[config.mk]
export PLATFORM = sky130hd
export DESIGN_NAME = ppu_rd_core
export DESIGN_NICKNAME = d
export VERILOG_FILES = /design/src/design/ppu_rd_pkg.sv /design/src/design/ppu_rd_core.sv
export SDC_FILE = /design/constraint.sdc
export NUM_CORES = 1
export LEC_CHECK = 0
export BUFFER_PORTS_ARGS = -buffer_cell sky130_fd_sc_hd__clkbuf_2
export CAP_MARGIN = 0
export CORE_UTILIZATION = 30
export DETAILED_ROUTE_END_ITERATION = 10
export GPL_ROUTABILITY_DRIVEN = 0
export HOLD_SLACK_MARGIN = 0.1
export PLACE_DENSITY = 0.48
export RECOVER_POWER = 25
export SKIP_LAST_GASP = 1
export SLEW_MARGIN = 15
export SYNTH_ARGS = -nofsm -noshare
export SYNTH_HDL_FRONTEND = slang
export SYNTH_SLANG_ARGS = --single-unit
export TNS_END_PERCENT = 10
[constraint.sdc]
create_clock -name hclk -period 9.75 [get_ports hclk]
set_input_delay 0.4875 -clock hclk [delete_from_list [all_inputs] [get_ports hclk]]
set_output_delay 0.4875 -clock hclk [all_outputs]
set_load 0.005 [all_outputs]
[src/design/ppu_rd_pkg.sv]
// shared constants and carriers for the poll-unconfigure and read block
package ppu_rd_pkg;
	// ------------------------------------------------------------
	// register map
	// ------------------------------------------------------------
	localparam logic [7:0] CTRL_OFS   = 8'h00;
	localparam logic [7:0] STAT_OFS   = 8'h04;
	localparam logic [7:0] EOS_OFS    = 8'h08;
	localparam logic [7:0] TMO_OFS    = 8'h0C;
	localparam logic [7:0] PPMASK_OFS = 8'h10;
	localparam logic [7:0] MYADDR_OFS = 8'h14;
	// ctrl bit positions
	localparam int CTRL_SC_BIT   = 0;
	localparam int CTRL_EOS_BIT  = 1;
	localparam int CTRL_CLR_BIT  = 2;
	localparam logic [31:0] CTRL_RST = 32'h0000_0001;
	// ------------------------------------------------------------
	// text and bus constants
	// ------------------------------------------------------------
	localparam logic [7:0] CH_CR    = 8'h0D;
	localparam logic [7:0] CH_LF    = 8'h0A;
	localparam logic [7:0] CH_SP    = 8'h20;
	localparam logic [7:0] CH_COMMA = 8'h2C;
	localparam logic [7:0] CH_PLUS  = 8'h2B;
	localparam logic [7:0] CH_HASH  = 8'h23;
	localparam logic [7:0] CH_ZERO  = 8'h30;
	localparam logic [7:0] CH_NUL   = 8'h00;
	localparam logic [4:0] ADDR_MAX = 5'h1E;
	localparam logic [7:0] LISTEN_BASE = 8'h20;
	localparam logic [7:0] TALK_BASE   = 8'h40;
	localparam logic [7:0] UNL_CMD     = 8'h3F;
	localparam logic [7:0] PPU_CMD     = 8'h15;
	localparam logic [7:0] PPD_CMD     = 8'h70;
	localparam logic [16:0] CNT_MAX    = 17'h0FFFF;
	// ------------------------------------------------------------
	// timing
	// ------------------------------------------------------------
	localparam int CLK_HZ     = 10_000_000;
	localparam int TMO_SEC    = 10;
	localparam int TMO_CYC    = CLK_HZ * TMO_SEC;
	localparam int IFC_US     = 100;
	localparam int IFC_CYC    = (IFC_US * (CLK_HZ / 1_000_000));
	// error codes
	typedef enum logic [1:0] {
		ERR_NONE = 2'h0,
		ERR_CIC  = 2'h1,
		ERR_ABO  = 2'h2,
		ERR_ARG  = 2'h3
	} err_t;
	// one byte heading out on a stream
	typedef struct packed {
		logic       valid;
		logic       atn;
		logic [7:0] data;
	} bus_out_t;
	// one byte arriving from the bus
	typedef struct packed {
		logic       valid;
		logic       eoi;
		logic [7:0] data;
	} bus_in_t;
endpackage : ppu_rd_pkg

[src/design/ppu_rd_core.sv]
// command interpreter for poll-unconfigure and counted bus read
// Functional notes
// - address values keep only low five bits; valid range 0 to 30, 31 not rejected
// - address is primary, optional plus and secondary, decimal text
// - listen base 32 and talk base 64 decode as bare primary
// - list separators are comma or space; lines end in CR
// - poll-unconfigure with list disables only listed devices
// - poll-unconfigure without list unconfigures every device
// - own address listed stops own parallel-poll response
// - first controller command pulses IFC if system controller, then REN
// - control passed away blocks ppu and addressed read, records not-controller error
// - read count is hash-prefixed decimal from 1 to 65535
// - read stops on count, END, end-of-string byte or timeout
// - reply data, nulls to count, decimal count, CR LF
// - read timeout aborts read, records timeout error; default 10 s
// - as controller, address self listener and talker if given
// - after addressing enter standby with ATN released, stay there
// - read with talker address needs controller in charge
// - not controller, no address: read proceeds, waits to be addressed
// - read without argument records missing-argument error
// - power-on enables system-controller capability
`timescale 1ns/1ps
module ppu_rd_core
	import ppu_rd_pkg::*;
#(
	parameter int TMO_DEF = TMO_CYC
) (
	input  wire logic               hclk,
	input  wire logic               hresetn,
	input  wire logic               hsel,
	input  wire logic [31:0]        haddr,
	input  wire logic [1:0]         htrans,
	input  wire logic               hwrite,
	input  wire logic [2:0]         hsize,
	input  wire logic [31:0]        hwdata,
	input  wire logic               hready,
	output logic [31:0]             hrdata,
	output logic                    hreadyout,
	output logic                    hresp,
	input  wire logic [7:0]         cmd_char,
	input  wire logic               cmd_valid,
	output logic                    cmd_ready,
	output logic [7:0]              rsp_char,
	output logic                    rsp_valid,
	input  wire logic               rsp_ready,
	output ppu_rd_pkg::bus_out_t    gp_tx,
	input  wire logic               gp_tx_ack,
	input  wire ppu_rd_pkg::bus_in_t gp_rx,
	input  wire logic               cic_lost,
	output logic                    ifc_out,
	output logic                    ren_out,
	output logic                    atn_out,
	output logic                    own_pp_en
);
	import ppu_rd_pkg::*;
	initial begin
		if (TMO_DEF < 1) $error("timeout must be positive");
	end
	// ------------------------------------------------------------
	// states
	// ------------------------------------------------------------
	typedef enum logic [11:0] {
		S_IDLE = 12'h001, S_CMD  = 12'h002, S_ARG  = 12'h004,
		S_IFC  = 12'h008, S_PPU  = 12'h010, S_ADR  = 12'h020,
		S_READ = 12'h040, S_PAD  = 12'h080, S_NUM  = 12'h100,
		S_CRLF = 12'h200, S_SKIP = 12'h400, S_DONE = 12'h800
	} st_t;
	st_t st_q, st_d;
	// command kind: 0 ppu, 1 rd
	logic        isrd_q, isrd_d;
	logic [7:0]  c0_q, c0_d;
	logic [16:0] num_q, num_d;
	logic [16:0] cnt_q, cnt_d, got_q, got_d;
	logic        hash_q, hash_d, plus_q, plus_d, dig_q, dig_d;
	logic        argany_q, argany_d, tad_q, tad_d, eol_q, eol_d;
	logic [4:0]  pri_q, pri_d, sec_q, sec_d;
	logic        sec_v_q, sec_v_d;
	logic [2:0]  seq_q, seq_d;
	logic [31:0] tmr_q, tmr_d;
	logic        cic_q, cic_d, ifc_q, ifc_d, ren_q, ren_d, atn_q, atn_d;
	logic        own_q, own_d, pend_q, pend_d;
	logic [31:0] ppm_q, ppm_d;
	err_t        err_q, err_d;
	logic [7:0]  rc_q, rc_d;
	logic        rv_q, rv_d;
	bus_out_t    tx_q, tx_d;
	logic [19:0] dec_q, dec_d;
	logic [2:0]  nd_q, nd_d;
	logic        cr_q, cr_d;
	// register file
	logic [31:0] ctrl_q, eos_q, tmo_q, my_q;
	logic        wr_q;
	logic [7:0]  wa_q;
	logic        clr_req;
	// ------------------------------------------------------------
	// ahb slave: zero wait, always okay
	// ------------------------------------------------------------
	logic [31:0] rd_mux;
	always_comb begin
		unique case (haddr[7:0])
			CTRL_OFS:   rd_mux = ctrl_q;
			// byte count sits above the flags so the two never overlap
			STAT_OFS:   rd_mux = {got_q[15:0], 10'h0, err_q,
			            cic_q, ren_q, st_q == S_IDLE, 1'b0};
			EOS_OFS:    rd_mux = eos_q;
			TMO_OFS:    rd_mux = tmo_q;
			PPMASK_OFS: rd_mux = ppm_q;
			MYADDR_OFS: rd_mux = my_q;
			default:    rd_mux = 32'h0000_0000;
		endcase
	end
	assign clr_req = wr_q && wa_q == CTRL_OFS && hwdata[CTRL_CLR_BIT];
	// register writes land in data phase
	always_ff @(posedge hclk or negedge hresetn) begin
		if (!hresetn) begin
			wr_q <= 1'b0; wa_q <= 8'h00; hrdata <= 32'h0000_0000;
			ctrl_q <= CTRL_RST; eos_q <= 32'h0000_000A;
			tmo_q <= 32'(TMO_DEF); my_q <= 32'h0000_0000;
		end else begin
			wr_q <= hsel && hready && htrans[1] && hwrite;
			wa_q <= haddr[7:0];
			if (hsel && hready && htrans[1] && !hwrite) hrdata <= rd_mux;
			if (wr_q) begin
				unique case (wa_q)
					CTRL_OFS: ctrl_q <= {29'h0, 1'b0, hwdata[1:0]};
					EOS_OFS:  eos_q  <= {24'h0, hwdata[7:0]};
					TMO_OFS:  tmo_q  <= (hwdata == 32'h0) ? 32'h1 : hwdata;
					MYADDR_OFS: my_q <= {27'h0, hwdata[4:0]};
					default: ;
				endcase
			end
		end
	end
	assign hreadyout = 1'b1;
	assign hresp = 1'b0;
	// ------------------------------------------------------------
	// interpreter next state
	// ------------------------------------------------------------
	logic [7:0] ch;
	logic       take, sep, digit;
	assign ch = cmd_char;
	assign digit = ch >= CH_ZERO && ch <= 8'h39;
	assign sep = ch == CH_SP || ch == CH_COMMA;
	assign cmd_ready = (st_q == S_IDLE || st_q == S_CMD || st_q == S_ARG
	                   || st_q == S_SKIP);
	assign take = cmd_valid && cmd_ready;
	always_comb begin
		st_d = st_q; isrd_d = isrd_q; c0_d = c0_q; num_d = num_q;
		cnt_d = cnt_q; got_d = got_q; hash_d = hash_q; plus_d = plus_q;
		dig_d = dig_q; argany_d = argany_q; tad_d = tad_q; eol_d = eol_q;
		pri_d = pri_q; sec_d = sec_q; sec_v_d = sec_v_q; seq_d = seq_q;
		tmr_d = tmr_q; cic_d = cic_q; ifc_d = ifc_q; ren_d = ren_q;
		atn_d = atn_q; own_d = own_q; pend_d = pend_q; ppm_d = ppm_q;
		err_d = err_q; rc_d = rc_q; rv_d = rv_q; tx_d = tx_q;
		dec_d = dec_q; nd_d = nd_q; cr_d = cr_q;
		if (clr_req) err_d = ERR_NONE;
		if (rv_q && rsp_ready) rv_d = 1'b0;
		if (tx_q.valid && gp_tx_ack) tx_d.valid = 1'b0;
		if (cic_lost) begin
			cic_d = 1'b0;
		end
		unique case (st_q)
			S_IDLE: if (take) begin
				c0_d = ch; st_d = S_CMD; num_d = '0; hash_d = 1'b0;
				plus_d = 1'b0; dig_d = 1'b0; argany_d = 1'b0;
				tad_d = 1'b0; sec_v_d = 1'b0; cnt_d = '0; pend_d = 1'b0;
			end
			S_CMD: if (take) begin
				// first letter picks the command
				isrd_d = (c0_q | 8'h20) == 8'h72;
				st_d = S_SKIP;
			end
			S_SKIP: if (take) begin
				if (ch == CH_CR) begin
					eol_d = 1'b1; st_d = S_ARG;
				end else if (sep) st_d = S_ARG;
			end
			S_ARG: if (take || eol_q) begin
				if (!eol_q && digit) begin
					num_d = 17'(num_q * 17'd10 + 17'(ch - CH_ZERO));
					dig_d = 1'b1;
				end else if (!eol_q && ch == CH_HASH) begin
					hash_d = 1'b1;
				end else if (!eol_q && ch == CH_PLUS) begin
					// keep low five bits; bases fold away
					pri_d = num_q[4:0]; plus_d = 1'b1;
					num_d = '0; dig_d = 1'b0;
				end else begin
					// comma, space or CR end an item
					if (dig_q && hash_q) begin
						cnt_d = (num_q > CNT_MAX) ? CNT_MAX : num_q;
						argany_d = 1'b1; hash_d = 1'b0;
					end else if (dig_q) begin
						argany_d = 1'b1; tad_d = 1'b1;
						if (plus_q) begin
							sec_d = num_q[4:0]; sec_v_d = 1'b1;
						end else pri_d = num_q[4:0];
						if (!isrd_q) pend_d = 1'b1;
					end
					num_d = '0; dig_d = 1'b0; plus_d = 1'b0;
					if (ch == CH_CR || eol_q) eol_d = 1'b1;
					if (dig_q && !isrd_q) st_d = S_IFC;
					else if (ch == CH_CR || eol_q) st_d = S_IFC;
				end
			end
			S_IFC: begin
				if (isrd_q && cnt_q == 17'h0) begin
					err_d = ERR_ARG; st_d = S_DONE;
				end else if (isrd_q && !tad_q && !cic_q) begin
					st_d = S_READ; tmr_d = tmo_q; got_d = '0;
				end else if (!cic_q && (!ctrl_q[CTRL_SC_BIT] || ren_q)) begin
					// no control, refuse; ren marks not first
					err_d = ERR_CIC; st_d = S_DONE;
				end else if (!cic_q) begin
					// pulse interface clear then remote enable
					ifc_d = 1'b1;
					if (tmr_q == 32'(IFC_CYC)) begin
						ifc_d = 1'b0; ren_d = 1'b1; cic_d = 1'b1;
						tmr_d = '0;
					end else tmr_d = tmr_q + 32'h1;
				end else begin
					st_d = isrd_q ? S_ADR : S_PPU; seq_d = '0;
					atn_d = 1'b1; tmr_d = '0;
				end
			end
			S_PPU: if (!tx_q.valid) begin
				if (!argany_q && !pend_q) begin
					tx_d = '{1'b1, 1'b1, PPU_CMD}; ppm_d = '0;
					own_d = 1'b0; st_d = S_DONE;
				end else if (seq_q == 3'h0) begin
					tx_d = '{1'b1, 1'b1, UNL_CMD}; seq_d = 3'h1;
				end else if (seq_q == 3'h1) begin
					tx_d = '{1'b1, 1'b1, LISTEN_BASE | {3'h0, pri_q}};
					seq_d = 3'h2;
				end else if (seq_q == 3'h2) begin
					tx_d = '{1'b1, 1'b1, PPD_CMD}; seq_d = 3'h3;
					ppm_d[pri_q] = 1'b0;
					if (pri_q == my_q[4:0]) own_d = 1'b0;
				end else begin
					tx_d = '{1'b1, 1'b1, UNL_CMD}; seq_d = 3'h0;
					pend_d = 1'b0;
					st_d = eol_q ? S_DONE : S_ARG;
				end
			end
			S_ADR: if (!tx_q.valid) begin
				if (seq_q == 3'h0) begin
					tx_d = '{1'b1, 1'b1, UNL_CMD}; seq_d = 3'h1;
				end else if (seq_q == 3'h1) begin
					tx_d = '{1'b1, 1'b1, LISTEN_BASE | {3'h0, my_q[4:0]}};
					seq_d = tad_q ? 3'h2 : 3'h4;
				end else if (seq_q == 3'h2) begin
					tx_d = '{1'b1, 1'b1, TALK_BASE | {3'h0, pri_q}};
					seq_d = sec_v_q ? 3'h3 : 3'h4;
				end else if (seq_q == 3'h3) begin
					tx_d = '{1'b1, 1'b1, 8'h60 | {3'h0, sec_q}};
					seq_d = 3'h4;
				end else begin
					atn_d = 1'b0; st_d = S_READ;
					tmr_d = tmo_q; got_d = '0;
				end
			end
			S_READ: begin
				tmr_d = tmr_q - 32'h1;
				if (gp_rx.valid) begin
					got_d = got_q + 17'h1; rc_d = gp_rx.data; rv_d = 1'b1;
				end
				if (gp_rx.valid && (got_q + 17'h1 == cnt_q || gp_rx.eoi
				    || (ctrl_q[CTRL_EOS_BIT] && gp_rx.data == eos_q[7:0])))
					st_d = S_PAD;
				else if (tmr_q <= 32'h1) begin
					err_d = ERR_ABO; st_d = S_PAD;
				end
				if (gp_rx.valid) nd_d = 3'h0;
				num_d = got_d;
			end
			S_PAD: if (!rv_q || rsp_ready) begin
				// nulls up to the requested count
				if (num_q < cnt_q) begin
					rc_d = CH_NUL; rv_d = 1'b1; num_d = num_q + 17'h1;
				end else begin
					st_d = S_NUM; dec_d = {3'h0, got_q}; nd_d = 3'h0;
				end
			end
			S_NUM: begin
				// build decimal digits into a small stack
				if (dec_q >= 20'd10000 && nd_q == 3'h0) nd_d = 3'h5;
				else if (dec_q >= 20'd1000 && nd_q == 3'h0) nd_d = 3'h4;
				else if (dec_q >= 20'd100 && nd_q == 3'h0) nd_d = 3'h3;
				else if (dec_q >= 20'd10 && nd_q == 3'h0) nd_d = 3'h2;
				else if (nd_q == 3'h0) nd_d = 3'h1;
				else if (!rv_q || rsp_ready) begin
					unique case (nd_q)
						3'h5: rc_d = CH_ZERO + 8'(dec_q / 20'd10000);
						3'h4: rc_d = CH_ZERO + 8'((dec_q / 20'd1000) % 10);
						3'h3: rc_d = CH_ZERO + 8'((dec_q / 20'd100) % 10);
						3'h2: rc_d = CH_ZERO + 8'((dec_q / 20'd10) % 10);
						default: rc_d = CH_ZERO + 8'(dec_q % 20'd10);
					endcase
					rv_d = 1'b1; nd_d = nd_q - 3'h1;
					if (nd_q == 3'h1) begin
						st_d = S_CRLF; cr_d = 1'b0;
					end
				end
			end
			S_CRLF: if (!rv_q || rsp_ready) begin
				rc_d = cr_q ? CH_LF : CH_CR; rv_d = 1'b1; cr_d = 1'b1;
				if (cr_q) st_d = S_DONE;
			end
			S_DONE: if (!tx_q.valid) begin
				st_d = S_IDLE; eol_d = 1'b0; tmr_d = '0;
			end
			default: st_d = S_IDLE;
		endcase
	end
	// state registers
	always_ff @(posedge hclk or negedge hresetn) begin
		if (!hresetn) begin
			st_q <= S_IDLE; isrd_q <= 1'b0; c0_q <= 8'h00; num_q <= '0;
			cnt_q <= '0; got_q <= '0; hash_q <= 1'b0; plus_q <= 1'b0;
			dig_q <= 1'b0; argany_q <= 1'b0; tad_q <= 1'b0; eol_q <= 1'b0;
			pri_q <= '0; sec_q <= '0; sec_v_q <= 1'b0; seq_q <= '0;
			tmr_q <= '0; cic_q <= 1'b0; ifc_q <= 1'b0; ren_q <= 1'b0;
			atn_q <= 1'b0; own_q <= 1'b1; pend_q <= 1'b0;
			ppm_q <= 32'h7FFF_FFFF; err_q <= ERR_NONE; rc_q <= 8'h00;
			rv_q <= 1'b0; tx_q <= '0; dec_q <= '0; nd_q <= '0; cr_q <= 1'b0;
		end else begin
			st_q <= st_d; isrd_q <= isrd_d; c0_q <= c0_d; num_q <= num_d;
			cnt_q <= cnt_d; got_q <= got_d; hash_q <= hash_d;
			plus_q <= plus_d; dig_q <= dig_d; argany_q <= argany_d;
			tad_q <= tad_d; eol_q <= eol_d; pri_q <= pri_d; sec_q <= sec_d;
			sec_v_q <= sec_v_d; seq_q <= seq_d; tmr_q <= tmr_d;
			cic_q <= cic_d; ifc_q <= ifc_d; ren_q <= ren_d; atn_q <= atn_d;
			own_q <= own_d; pend_q <= pend_d; ppm_q <= ppm_d;
			err_q <= err_d; rc_q <= rc_d; rv_q <= rv_d; tx_q <= tx_d;
			dec_q <= dec_d; nd_q <= nd_d; cr_q <= cr_d;
		end
	end
	// ------------------------------------------------------------
	// outputs
	// ------------------------------------------------------------
	assign rsp_char = rc_q;
	assign rsp_valid = rv_q;
	assign gp_tx = tx_q;
	assign ifc_out = ifc_q;
	assign ren_out = ren_q;
	assign atn_out = atn_q;
	assign own_pp_en = own_q;
	// ------------------------------------------------------------
	// assertions
	// ------------------------------------------------------------
	property p_err_arg;
		@(posedge hclk) disable iff (!hresetn)
		(st_q == S_IFC && isrd_q && cnt_q == 17'h0) |=> err_q == ERR_ARG;
	endproperty
	a_err_arg: assert property (p_err_arg) else $error("no arg error");
	property p_cic;
		@(posedge hclk) disable iff (!hresetn)
		(st_q == S_IFC && !cic_q && (!ctrl_q[0] || ren_q)
		 && !(isrd_q && !tad_q)
		 && !(isrd_q && cnt_q == 17'h0)) |=> err_q == ERR_CIC;
	endproperty
	a_cic: assert property (p_cic) else $error("no cic error");
	property p_ren;
		@(posedge hclk) disable iff (!hresetn)
		$fell(ifc_q) |-> ren_q && cic_q;
	endproperty
	a_ren: assert property (p_ren) else $error("ren missing");
	property p_atn;
		@(posedge hclk) disable iff (!hresetn)
		st_q == S_READ |-> !atn_q;
	endproperty
	a_atn: assert property (p_atn) else $error("atn in read");
	property p_univ;
		@(posedge hclk) disable iff (!hresetn)
		(st_q == S_PPU && !argany_q && !pend_q && !tx_q.valid)
		|=> ppm_q == 32'h0 && !own_q;
	endproperty
	a_univ: assert property (p_univ) else $error("ppu all");
	property p_eoi;
		@(posedge hclk) disable iff (!hresetn)
		(st_q == S_READ && gp_rx.valid && gp_rx.eoi) |=> st_q == S_PAD;
	endproperty
	a_eoi: assert property (p_eoi) else $error("end ignored");
	property p_tmo;
		@(posedge hclk) disable iff (!hresetn)
		(st_q == S_READ && !gp_rx.valid && tmr_q == 32'h1)
		|=> err_q == ERR_ABO;
	endproperty
	a_tmo: assert property (p_tmo) else $error("timeout lost");
	property p_pad;
		@(posedge hclk) disable iff (!hresetn)
		(st_q == S_PAD && num_q < cnt_q && (!rv_q || rsp_ready))
		|=> rv_q && rc_q == CH_NUL;
	endproperty
	a_pad: assert property (p_pad) else $error("pad not null");
	c_read: cover property (@(posedge hclk) st_q == S_READ ##1 st_q == S_PAD);
	c_ppu:  cover property (@(posedge hclk) st_q == S_PPU && seq_q == 3'h3);
	c_ifc:  cover property (@(posedge hclk) $fell(ifc_q));
endmodule : ppu_rd_core

; Word-level counts from Yosys, hierarchy flattened
; Index checks and enable logic that the tools add are counted.
[totals]
input_bits = 96
out_inout_bits = 58
ff_bits = 292
[op_classes]
n_div = 8
mul = 1
reduce_logical = 99
order_cmp = 11
eq_ne = 99
muxes = 250
n_addsub = 12
n_bitwise = 12
[ops]
columns = op, count
row1 = $mux W32, 16
row2 = $mux W12, 40
row3 = $mux W17, 20
row4 = $pmux W32 S6, 1
row5 = $pmux W12 S12, 1
row6 = $pmux W32 S4, 1
row7 = $mod A32 B4 Y32 const B, 3
row8 = $mux W1, 93
row9 = $ne A2 B2 Y1 const B, 42
row10 = $mux W8, 10
row11 = $mux W3, 23
row12 = $pmux W17 S4, 1
row13 = $pmux W8 S4, 2
row14 = $mux W10, 6
row15 = $pmux W17 S3, 1
row16 = $reduce_and A9 Y1, 5
row17 = $add A6 B8 Y8 const A, 5
row18 = $eq A8 B4 Y1 const B, 5
row19 = $add A17 B1 Y17 const B, 2
row20 = $pmux W17 S2, 1
row21 = $add A32 B1 Y32 const B, 1
row22 = $and A32 B32 Y32, 1
row23 = $div A17 B10 Y32 const B, 1
row24 = $div A17 B4 Y32 const B, 1
row25 = 82 further kinds, 210

; Depth between registers and ports, before layout
; Gate-level depths: netlist (run 1).
[logic_depth]
ltp_word = 11
mapped_depth = 50
depth_no_buf = 44

; Worst setup path after synthesis (run 1)
; Ideal clock, no wire load.
[synth_path]
path_type = flip-flop to flip-flop
startpoint = reg dec_q[16]
endpoint = reg rc_q[6], in the netlist rsp_char[6]
path_slack_ps = 128
setup_time_ps = 125
arrival_ps = 9498
required_ps = 9625
stages_incl_launch_ff = 43
synth_period_minus_slack_ps = 9622
path_cell_list = dfrtp_1 buf_2 buf_4 buf_2 clkbuf_1 buf_1 a21oi_1 ha_1 o21ai_0 nand2_1 nand2_1 nand2_1 nor2_1 a31oi_1 a31oi_1 o21ai_2 maj3_1 o22ai_1 (+7 left out) a31oi_1 xnor2_1 a211oi_4 nand2_2 a2111oi_4 o2111ai_2 mux2_2 a221oi_4 a31oi_1 or3_4 a2111oi_4 a211oi_1 o21ai_1 and2_1 ha_1 xnor2_1 o21ai_0 mux2_2
[synth_via]
elab_chain_len = 11
[synth_rtl]
columns = element, line_no
row1 = from (decl), ppu_rd_core.sv:87  ; logic [19:0] dec_q, dec_d;
row2 = from (signal assigned), ppu_rd_core.sv:325  ; rv_q <= 1'b0; tx_q <= '0; dec_q <= '0; nd_q <= '0; cr_q <= 1'b0;
row3 = from (signal assigned), ppu_rd_core.sv:335  ; dec_q <= dec_d; nd_q <= nd_d; cr_q <= cr_d;
row4 = $div A17 B4 Y32 (tied with other cells), ppu_rd_core.sv:296  ; 3'h2: rc_d = CH_ZERO + 8'((dec_q / 20'd10) % 10);
row5 = $mod A32 B4 Y32 (on tied branches), "ppu_rd_core.sv:296, ppu_rd_core.sv:294, ppu_rd_core.sv:295"
row6 = $add A6 B8 Y8 (on tied branches), "ppu_rd_core.sv:296, ppu_rd_core.sv:294, ppu_rd_core.sv:295"
row7 = $pmux W8 S4, ppu_rd_core.sv:292  ; unique case (nd_q)
row8 = $mux W8, ppu_rd_core.sv:291  ; else if (!rv_q || rsp_ready) begin
row9 = $mux W8, ppu_rd_core.sv:290  ; else if (nd_q == 3'h0) nd_d = 3'h1;
row10 = $mux W8, ppu_rd_core.sv:289  ; else if (dec_q >= 20'd10 && nd_q == 3'h0) nd_d = 3'h2;
row11 = $mux W8, ppu_rd_core.sv:288  ; else if (dec_q >= 20'd100 && nd_q == 3'h0) nd_d = 3'h3;
row12 = $mux W8, ppu_rd_core.sv:287  ; else if (dec_q >= 20'd1000 && nd_q == 3'h0) nd_d = 3'h4;
row13 = $mux W8, ppu_rd_core.sv:286  ; if (dec_q >= 20'd10000 && nd_q == 3'h0) nd_d = 3'h5;
row14 = $pmux W8 S4, ppu_rd_core.sv:162  ; unique case (st_q)
row15 = to (signal assigned), ppu_rd_core.sv:334  ; err_q <= err_d; rc_q <= rc_d; rv_q <= rv_d; tx_q <= tx_d;
row16 = to (decl), ppu_rd_core.sv:84  ; logic [7:0] rc_q, rc_d;
; Several ways; a longest one is shown, not always the timed one. The select of a mux whose other input is x is not followed.
; A chain may end at the register's enable or synchronous reset.

; Final worst setup path (run 1)
[layout_path]
startpoint = reg dec_q[12]
endpoint = reg rc_q[6], in the netlist rsp_char[6]
; The elaborated chain is that of the path after synthesis.

==> results of run 1 <==
==> path summary, 6_finish.rpt <==
check | start | end | slack, ns | depth (start not counted)
max in group asynchronous | hresetn | dec_q[14] | 2.12 | 2
max reg2reg | dec_q[12] | rsp_char[6] | 0.12 | 40
min | gp_tx_ack | gp_tx[9] | 0.12 | 2
max | dec_q[12] | rsp_char[6] | 0.12 | 40
min in group asynchronous | hresetn | eos_q[7] | 3.12 | 2
min reg2reg | ppm_q[16] | ppm_q[16] | 0.46 | 1
==> stage by stage <==
stage	worst slack [ns]	power, mW	instances	hold slack [ns]	cell area, um^2
3_5_place_dp	-0.320	2.52	4834	0.450	30900
5_1_grt	-0.377	4.11	4926	0.133	32800
2_1_floorplan	0.128	2.18	3423	0.192	27000
3_3_place_gp	-0.190	2.52	4834	0.445	30900
6_report	0.118	3.90	4926	0.122	32800
4_1_cts	0.000203	3.92	4905	0.110	32300
==> registers in the layout, indices dropped and copies added (netlist names), 2 cells and up <==
signal,count
eos_q,8
c0_q,7
num_q,17
wa_q,8
cnt_q,17
st_q,12
rsp_char,8
tmr_q,32
ppm_q,32
sec_q,5
dec_q,17
my_q,5
pri_q,5
tmo_q,32
got_q,17
err_q,2
nd_q,3
ctrl_q,2
hrdata,32
gp_tx,9
seq_q,3
==> area by class of cell <==
| cell class | instances | area, um^2 |
|---|---|---|
| inverters | 112 | 420 |
| fillers | 9319 | 55900 |
| diodes | 1 | 2.50 |
| clock buffers | 52 | 1050 |
| flip-flops and latches | 290 | 7320 |
| well taps | 1165 | 1460 |
| repair buffers | 504 | 3530 |
| multi-input cells | 2793 | 18900 |
| clock inverters | 9 | 143 |
==> layer usage <==
metal | wire length [um] | GRT usage [%] | vias up
met5 | 92 | 0 | -
met4 | 1500 | 3.78 | 14
met3 | 4320 | 2.64 | 93
met2 | 45800 | 34.6 | 608
met1 | 44700 | 28.1 | 13200
li1 | - | - | 13400
==> power by group <==
group          internal, mW  leakage (nW)  switching, mW
Sequential             1.32          3.74          0.171
Combinational         0.367          9.43          0.655
Clock                 0.828         0.590          0.558
Total                  2.51          13.8           1.38
==> cells in the mapped netlist (16+ instances only) <==
cell type and n:
nor3_1 109, o211ai_1 35, o21a_1 33, o22ai_1 28, a22oi_1 34, a211oi_1 33
a31oi_1 46, dfrtp_1 242, a222oi_1 17, and3_1 50, or2_2 19, and2_1 20
xnor2_1 143, a21boi_0 29, nand2_1 329, nor4_1 40, nor2b_1 27, o21ai_0 314
nor3b_1 32, or3_1 29, o31ai_1 35, ha_1 80, inv_1 107, dfstp_2 48
nand4_1 30, a21o_1 25, buf_2 19, mux2_2 113, nand2b_1 30, mux2i_1 34
o21ai_1 16, nand3_1 94, a21oi_1 219, a221oi_1 43, xor2_1 63, nor2_1 314
clkbuf_1 181
==> repair_timing <==
item,in CTS,in global routing
pin swaps,7,35
gates resized for setup,26,92
buffers inserted,3,20
endpoints found under the setup margin,6,8
endpoints found under the hold margin,21,0
hold buffers,7,0
==> cell families after synthesis <==
logic type	count (synthesis)	synth area share, %
compound gates	1123	28.3
flops	290	27.1
other cells	2	0.0278
buf+inv	340	5.13
mux	150	6.11
xor+xnor	206	6.67
simple gates	1219	22.5
fa+ha+maj	92	4.22
==> results.md, run 1 <==
* Number of DRC markers in iteration 0 at 1972
* Synth top area cells: dfrtp_1 22%, o21ai_0 5.8%, mux2_2 4.7%, dfstp_2 4.7%, xnor2_1 4.6%
* Die Height at 302 um
* Max-Cap Viols at 2
* FP Rows at 109
* First-pass GRT wire length at 151000 um
* Routed WL per cell at 19.6 um
* Initial antenna violation count at 9
* Failing checks: capacitance limit, slew limit
* Post-route clock period utilization at 98.8%
* Post-DP HPWL at 72600 um
* Post-Synthesis Cells at 3422
* Worst IR Drop VDD at 0.127 mV
* IO Pins at 154
* CP Class: flop to flop
* Delay-heaviest family, CP: compound AO/OA/AOI/OAI gates
* Fin. Hold Viols at 0
* Leakage at 13.8 nW
* Top cell type's share of synthesized area at 22.4%
* Post-route minimum period at 9.63 ns
* CTS max path bufs at 3
* Worst Hold Class: input pin to flop
* Number of global-route vias before repair at 26100
* Commonest non-fill, non-tap cell in the layout: buf_4
* H-tree depth at 2
* Initial Utilization at 30.4%
* Global Route Usage Sum at 20.5%
* Setup TNS Final at 0 ns
* Netlist Area Pre-Place at 0.0270 mm^2
* Nets at 3913
* Post-synth top flop: dfrtp_1
* CP Capture Type: flop
* Distinct cell type count after synthesis at 131
* Slowest cell on crit path: or4b_4
* Clock Skews at 0.0229 ns
* DRT Pass-1 Iters at 5
* Fin. max-slew vios at 153
* Cell mode on critical path: buf_4
* Yosys warns at 0
* Total length of routed wires at 96500 um
* Drt drc at 0
* PortBufs at 122
* Bufs and invs on worst path at 6
* Via count at 27300
* Inserted Clock Buffers at 34
* Sequential area share after synthesis at 27.1%
* Crit path max fanout at 7
* # setup viols final at 0
* Crit path arrival time at 10.07 ns
* Number of synthesized flops with an enable pin at 0
* Final ANT Viol Nets at 0
* Via/cell ratio at 5.54
* Most frequent cells in the layout: 367 x buf_4, 326 x nand2_1, 309 x nor2_1, 306 x o21ai_0, 240 x dfrtp_1
* PwrDens at 119 mW/mm^2
* Worst-Margin Slew at 6.97 ns
* # clock sinks at 290
* Synthesized flop and latch total at 290
* CTS tree: done
* Die area at 0.0913 mm^2
* Worst-Skew Late Latency at 0.56 ns
* Share of layout cells above drive strength 1 at 23.0%
* Startpoint types: flop
* Worst EP required at 10.19 ns
* Final core occ at 37.0%
* Core footprint at 0.0888 mm^2
* Fmax at 0.104 GHz
* Post-synth ARST share at 100%
* Yosys top cell by area: dfrtp_1
* Clk root buf: clkbuf_16
* Clock transition at the registers of the reported paths at 0.06 ns
* Overflow left after global routing at 0
* RSZ-0062 raised after global routing: yes
* Pin count of the biggest net entering global routing at 124
* Outcome: finished with violations
* Headroom to the max-slew limit at -365%
* CP peak stage delay at 0.53 ns
* Mapped Avg Cell Area at 7.90 um^2
* Area growth from synthesis to layout at 21.5%
* Horiz. Die Dim at 302 um
(Power assumes the default switching activity.)
==> run 2: changes to the inputs <==
--- a/config.mk
+++ b/config.mk
@@ -11,7 +11,7 @@
 export DETAILED_ROUTE_END_ITERATION = 10
 export GPL_ROUTABILITY_DRIVEN = 0
 export HOLD_SLACK_MARGIN = 0.1
-export PLACE_DENSITY = 0.48
+export PLACE_DENSITY = 0.46
 export RECOVER_POWER = 25
 export SKIP_LAST_GASP = 1
 export SLEW_MARGIN = 15
==> constraint.sdc (replaced) <==
create_clock -name hclk -period 10.9 [get_ports hclk]
set_input_delay 0.545 -clock hclk [delete_from_list [all_inputs] [get_ports hclk]]
set_output_delay 0.545 -clock hclk [all_outputs]
set_load 0.005 [all_outputs]
==> run 2 against run 1 <==
Compared with the run above: the run still ends with capacitance limit, slew limit left; combinational power shrank 9.8%; first-iteration DRC count grew 14%; critical path depth is the same; total power shrank 10%; fmax shrank 6.5%; via count shrank 2.0%; hold slack gained 0.022 ns; clock-buffer cell count is the same; sequential power shrank 11%; critical endpoint unchanged.
==> results.md, run 2 (synthesized netlist as in run 1, its figures left out) <==
* Min Hold Slack at 0.144 ns (+0.0220 ns)
* Most frequent cells in the layout: 328 x nand2_1, 313 x o21ai_0, 310 x nor2_1, 240 x dfrtp_1, 219 x a21oi_1
* Routed WL per cell at 20.7 um (+5.8%)
* CP Capture Type: flop
* Total length of routed wires at 97700 um (+1.2%)
* Commonest non-fill, non-tap cell in the layout: nand2_1
* PortBufs at 122 (unchanged)
* Crit path arrival time at 10.75 ns (+0.68 ns)
* Post-place setup slack at 0.391 ns (+0.711 ns)
* Clock transition at the registers of the reported paths at 0.06 ns (about the same)
* Die area at 0.0913 mm^2 (unchanged)
* IO Pins at 154 (unchanged)
* Clock Power Share at 35.7% (about the same)
* Drt drc at 0 (unchanged)
* Die Height at 302 um (unchanged)
* # clock sinks at 290 (unchanged)
* CTS tree: done
* Core footprint at 0.0888 mm^2 (unchanged)
* Post-route clock period utilization at 94.5% (-4.3 points)
* Crit path max fanout at 14 (+7)
* Finished Layout Cells at 4712 (-4.3%)
* Worst-Skew Late Latency at 0.57 ns (about the same)
* Final WS setup at 0.603 ns (+0.485 ns)
* Sw Ratio at 35.9% (+0.42 points)
* Leakage at 12.7 nW (-8.0%)
* CP peak stage delay at 0.55 ns (+0.02 ns)
* Number of global-route vias before repair at 25400 (-2.5%)
* H-tree depth at 2 (unchanged)
* Initial antenna violation count at 9 (unchanged)
* Cell mode on critical path: buf_4
* Horiz. Die Dim at 302 um (unchanged)
* Reg power frac at 38.0% (-0.2 points)
* Number of DRC markers in iteration 0 at 2250 (+14%)
* Placed cells at 4629 (-4.2%)
* RSZ-0062 raised after global routing: no
* Worst EP required at 11.35 ns (+1.16 ns)
* Headroom to the max-slew limit at -390% (-25 points)
* Worst Hold Class: input pin to flop
* Inserted Clock Buffers at 36 (+5.9%)
* Initial Utilization at 30.4% (unchanged)
* DRT Pass-1 Iters at 8 (+3)
* First-pass GRT wire length at 153000 um (+1.4%)
* Pin count of the biggest net entering global routing at 134 (+8.1%)
* Bufs and invs on worst path at 6 (unchanged)
* Setup TNS Final at 0 ns (unchanged)
* Pint at 2.24 mW (-11%)
* # setup viols final at 0 (unchanged)
* Post-route minimum period at 10.30 ns (+0.665 ns)
* Max-Cap Viols at 3 (+1)
* Startpoint types: flop
* Post-DP HPWL at 72500 um (-0.12%)
* Fmax at 0.0971 GHz (-6.5%)
* Via/cell ratio at 5.68 (+2.4%)
* Global Route Usage Sum at 21.0% (+0.47 points)
* Via count at 26800 (-2.0%)
* Fin. Hold Viols at 0 (unchanged)
* Combinational share of power at 26.2% (about the same)
* Delay-heaviest family, CP: compound AO/OA/AOI/OAI gates
* Worst IR Drop VDD at 0.128 mV (+0.92%)
* CP Class: flop to flop
* Fin. max-slew vios at 203 (+33%)
* Clock Skews at 0.0250 ns (+0.00209 ns)
* Nets at 3696 (-5.5%)
* Area growth from synthesis to layout at 13.9%
* Final ANT Viol Nets at 0 (unchanged)
* Slowest cell on crit path: a2111oi_4
* PwrDens at 114 mW/mm^2 (-4.0%)
* Share of layout cells above drive strength 1 at 17.5% (-5.6 points)
* Clk root buf: clkbuf_16
* Failing checks: capacitance limit, slew limit
* Overflow left after global routing at 0 (unchanged)
* CTS max path bufs at 3 (unchanged)
* Outcome: finished with violations
* Worst-Margin Slew at 7.35 ns (+0.372 ns)
* FP Rows at 109 (unchanged)
* P_sw at 1.26 mW (-9.0%)
[run 2: power groups by stage]
stage	sequential, mW	clock, mW	combinational (mW)
final	1.33	1.25	0.920
after global routing	1.35	1.32	1.03
after detailed placement	1.35	0	0.915
after CTS	1.33	1.28	0.920
after global placement	1.35	0	0.911
after floorplan	1.27	0	0.678
[run 2: repair_timing]
item | CTS | global route
setup buffers | 0 | 13
hold endpoints to repair | 3 | 0
endpoints found under the setup margin | 0 | 7
hold buffers | 3 | 0
resized for setup | 0 | 32
[run 2: area by class of cell]
| class | instances | area [um^2] |
|---|---|---|
| Antenna cell | 2 | 5.00 |
| Clock buffer | 52 | 1040 |
| Clock inverter | 13 | 164 |
| Fill cell | 9398 | 58000 |
| Inverter | 112 | 420 |
| Multi-Input combinational cell | 2793 | 18500 |
| Sequential cell | 290 | 7320 |
| Tap cell | 1165 | 1460 |
| Timing Repair Buffer | 285 | 1840 |
[run 2: final timing paths]
check	start	end	slack [ns]	depth (start not counted)
setup reg to reg	dec_q[16]	rsp_char[6]	0.60	40
hold reg to reg	ppm_q[0]	ppm_q[0]	0.46	1
max in group asynchronous	hresetn	got_q[7]	3.53	2
hold / removal	haddr[1]	wa_q[1]	0.14	1
setup / recovery	dec_q[16]	rsp_char[6]	0.60	40
min in group asynchronous	hresetn	tmo_q[0]	2.78	1
[run 2: per-layer routing]
layer / share of wire, % / GRT usage [%] / wire (um) / vias to the layer above
li1: - / - / - / 12900
met1: 47 / 28.9 / 45600 / 13100
met2: 48 / 35.4 / 46700 / 574
met3: 3.5 / 1.88 / 3420 / 109
met4: 2.0 / 4.81 / 1910 / 8
met5: 0.056 / 0 / 55 / -
[run 2: metrics by stage]
step / instance area, um^2 / total power [mW] / util [%]
floorplan: 27000 / 1.95 / -
global placement: 29300 / 2.26 / 33.0
global route: 30800 / 3.70 / 34.7
CTS: 30600 / 3.53 / 34.4
detailed placement: 29300 / 2.26 / 33.0
finish: 30800 / 3.50 / 34.7
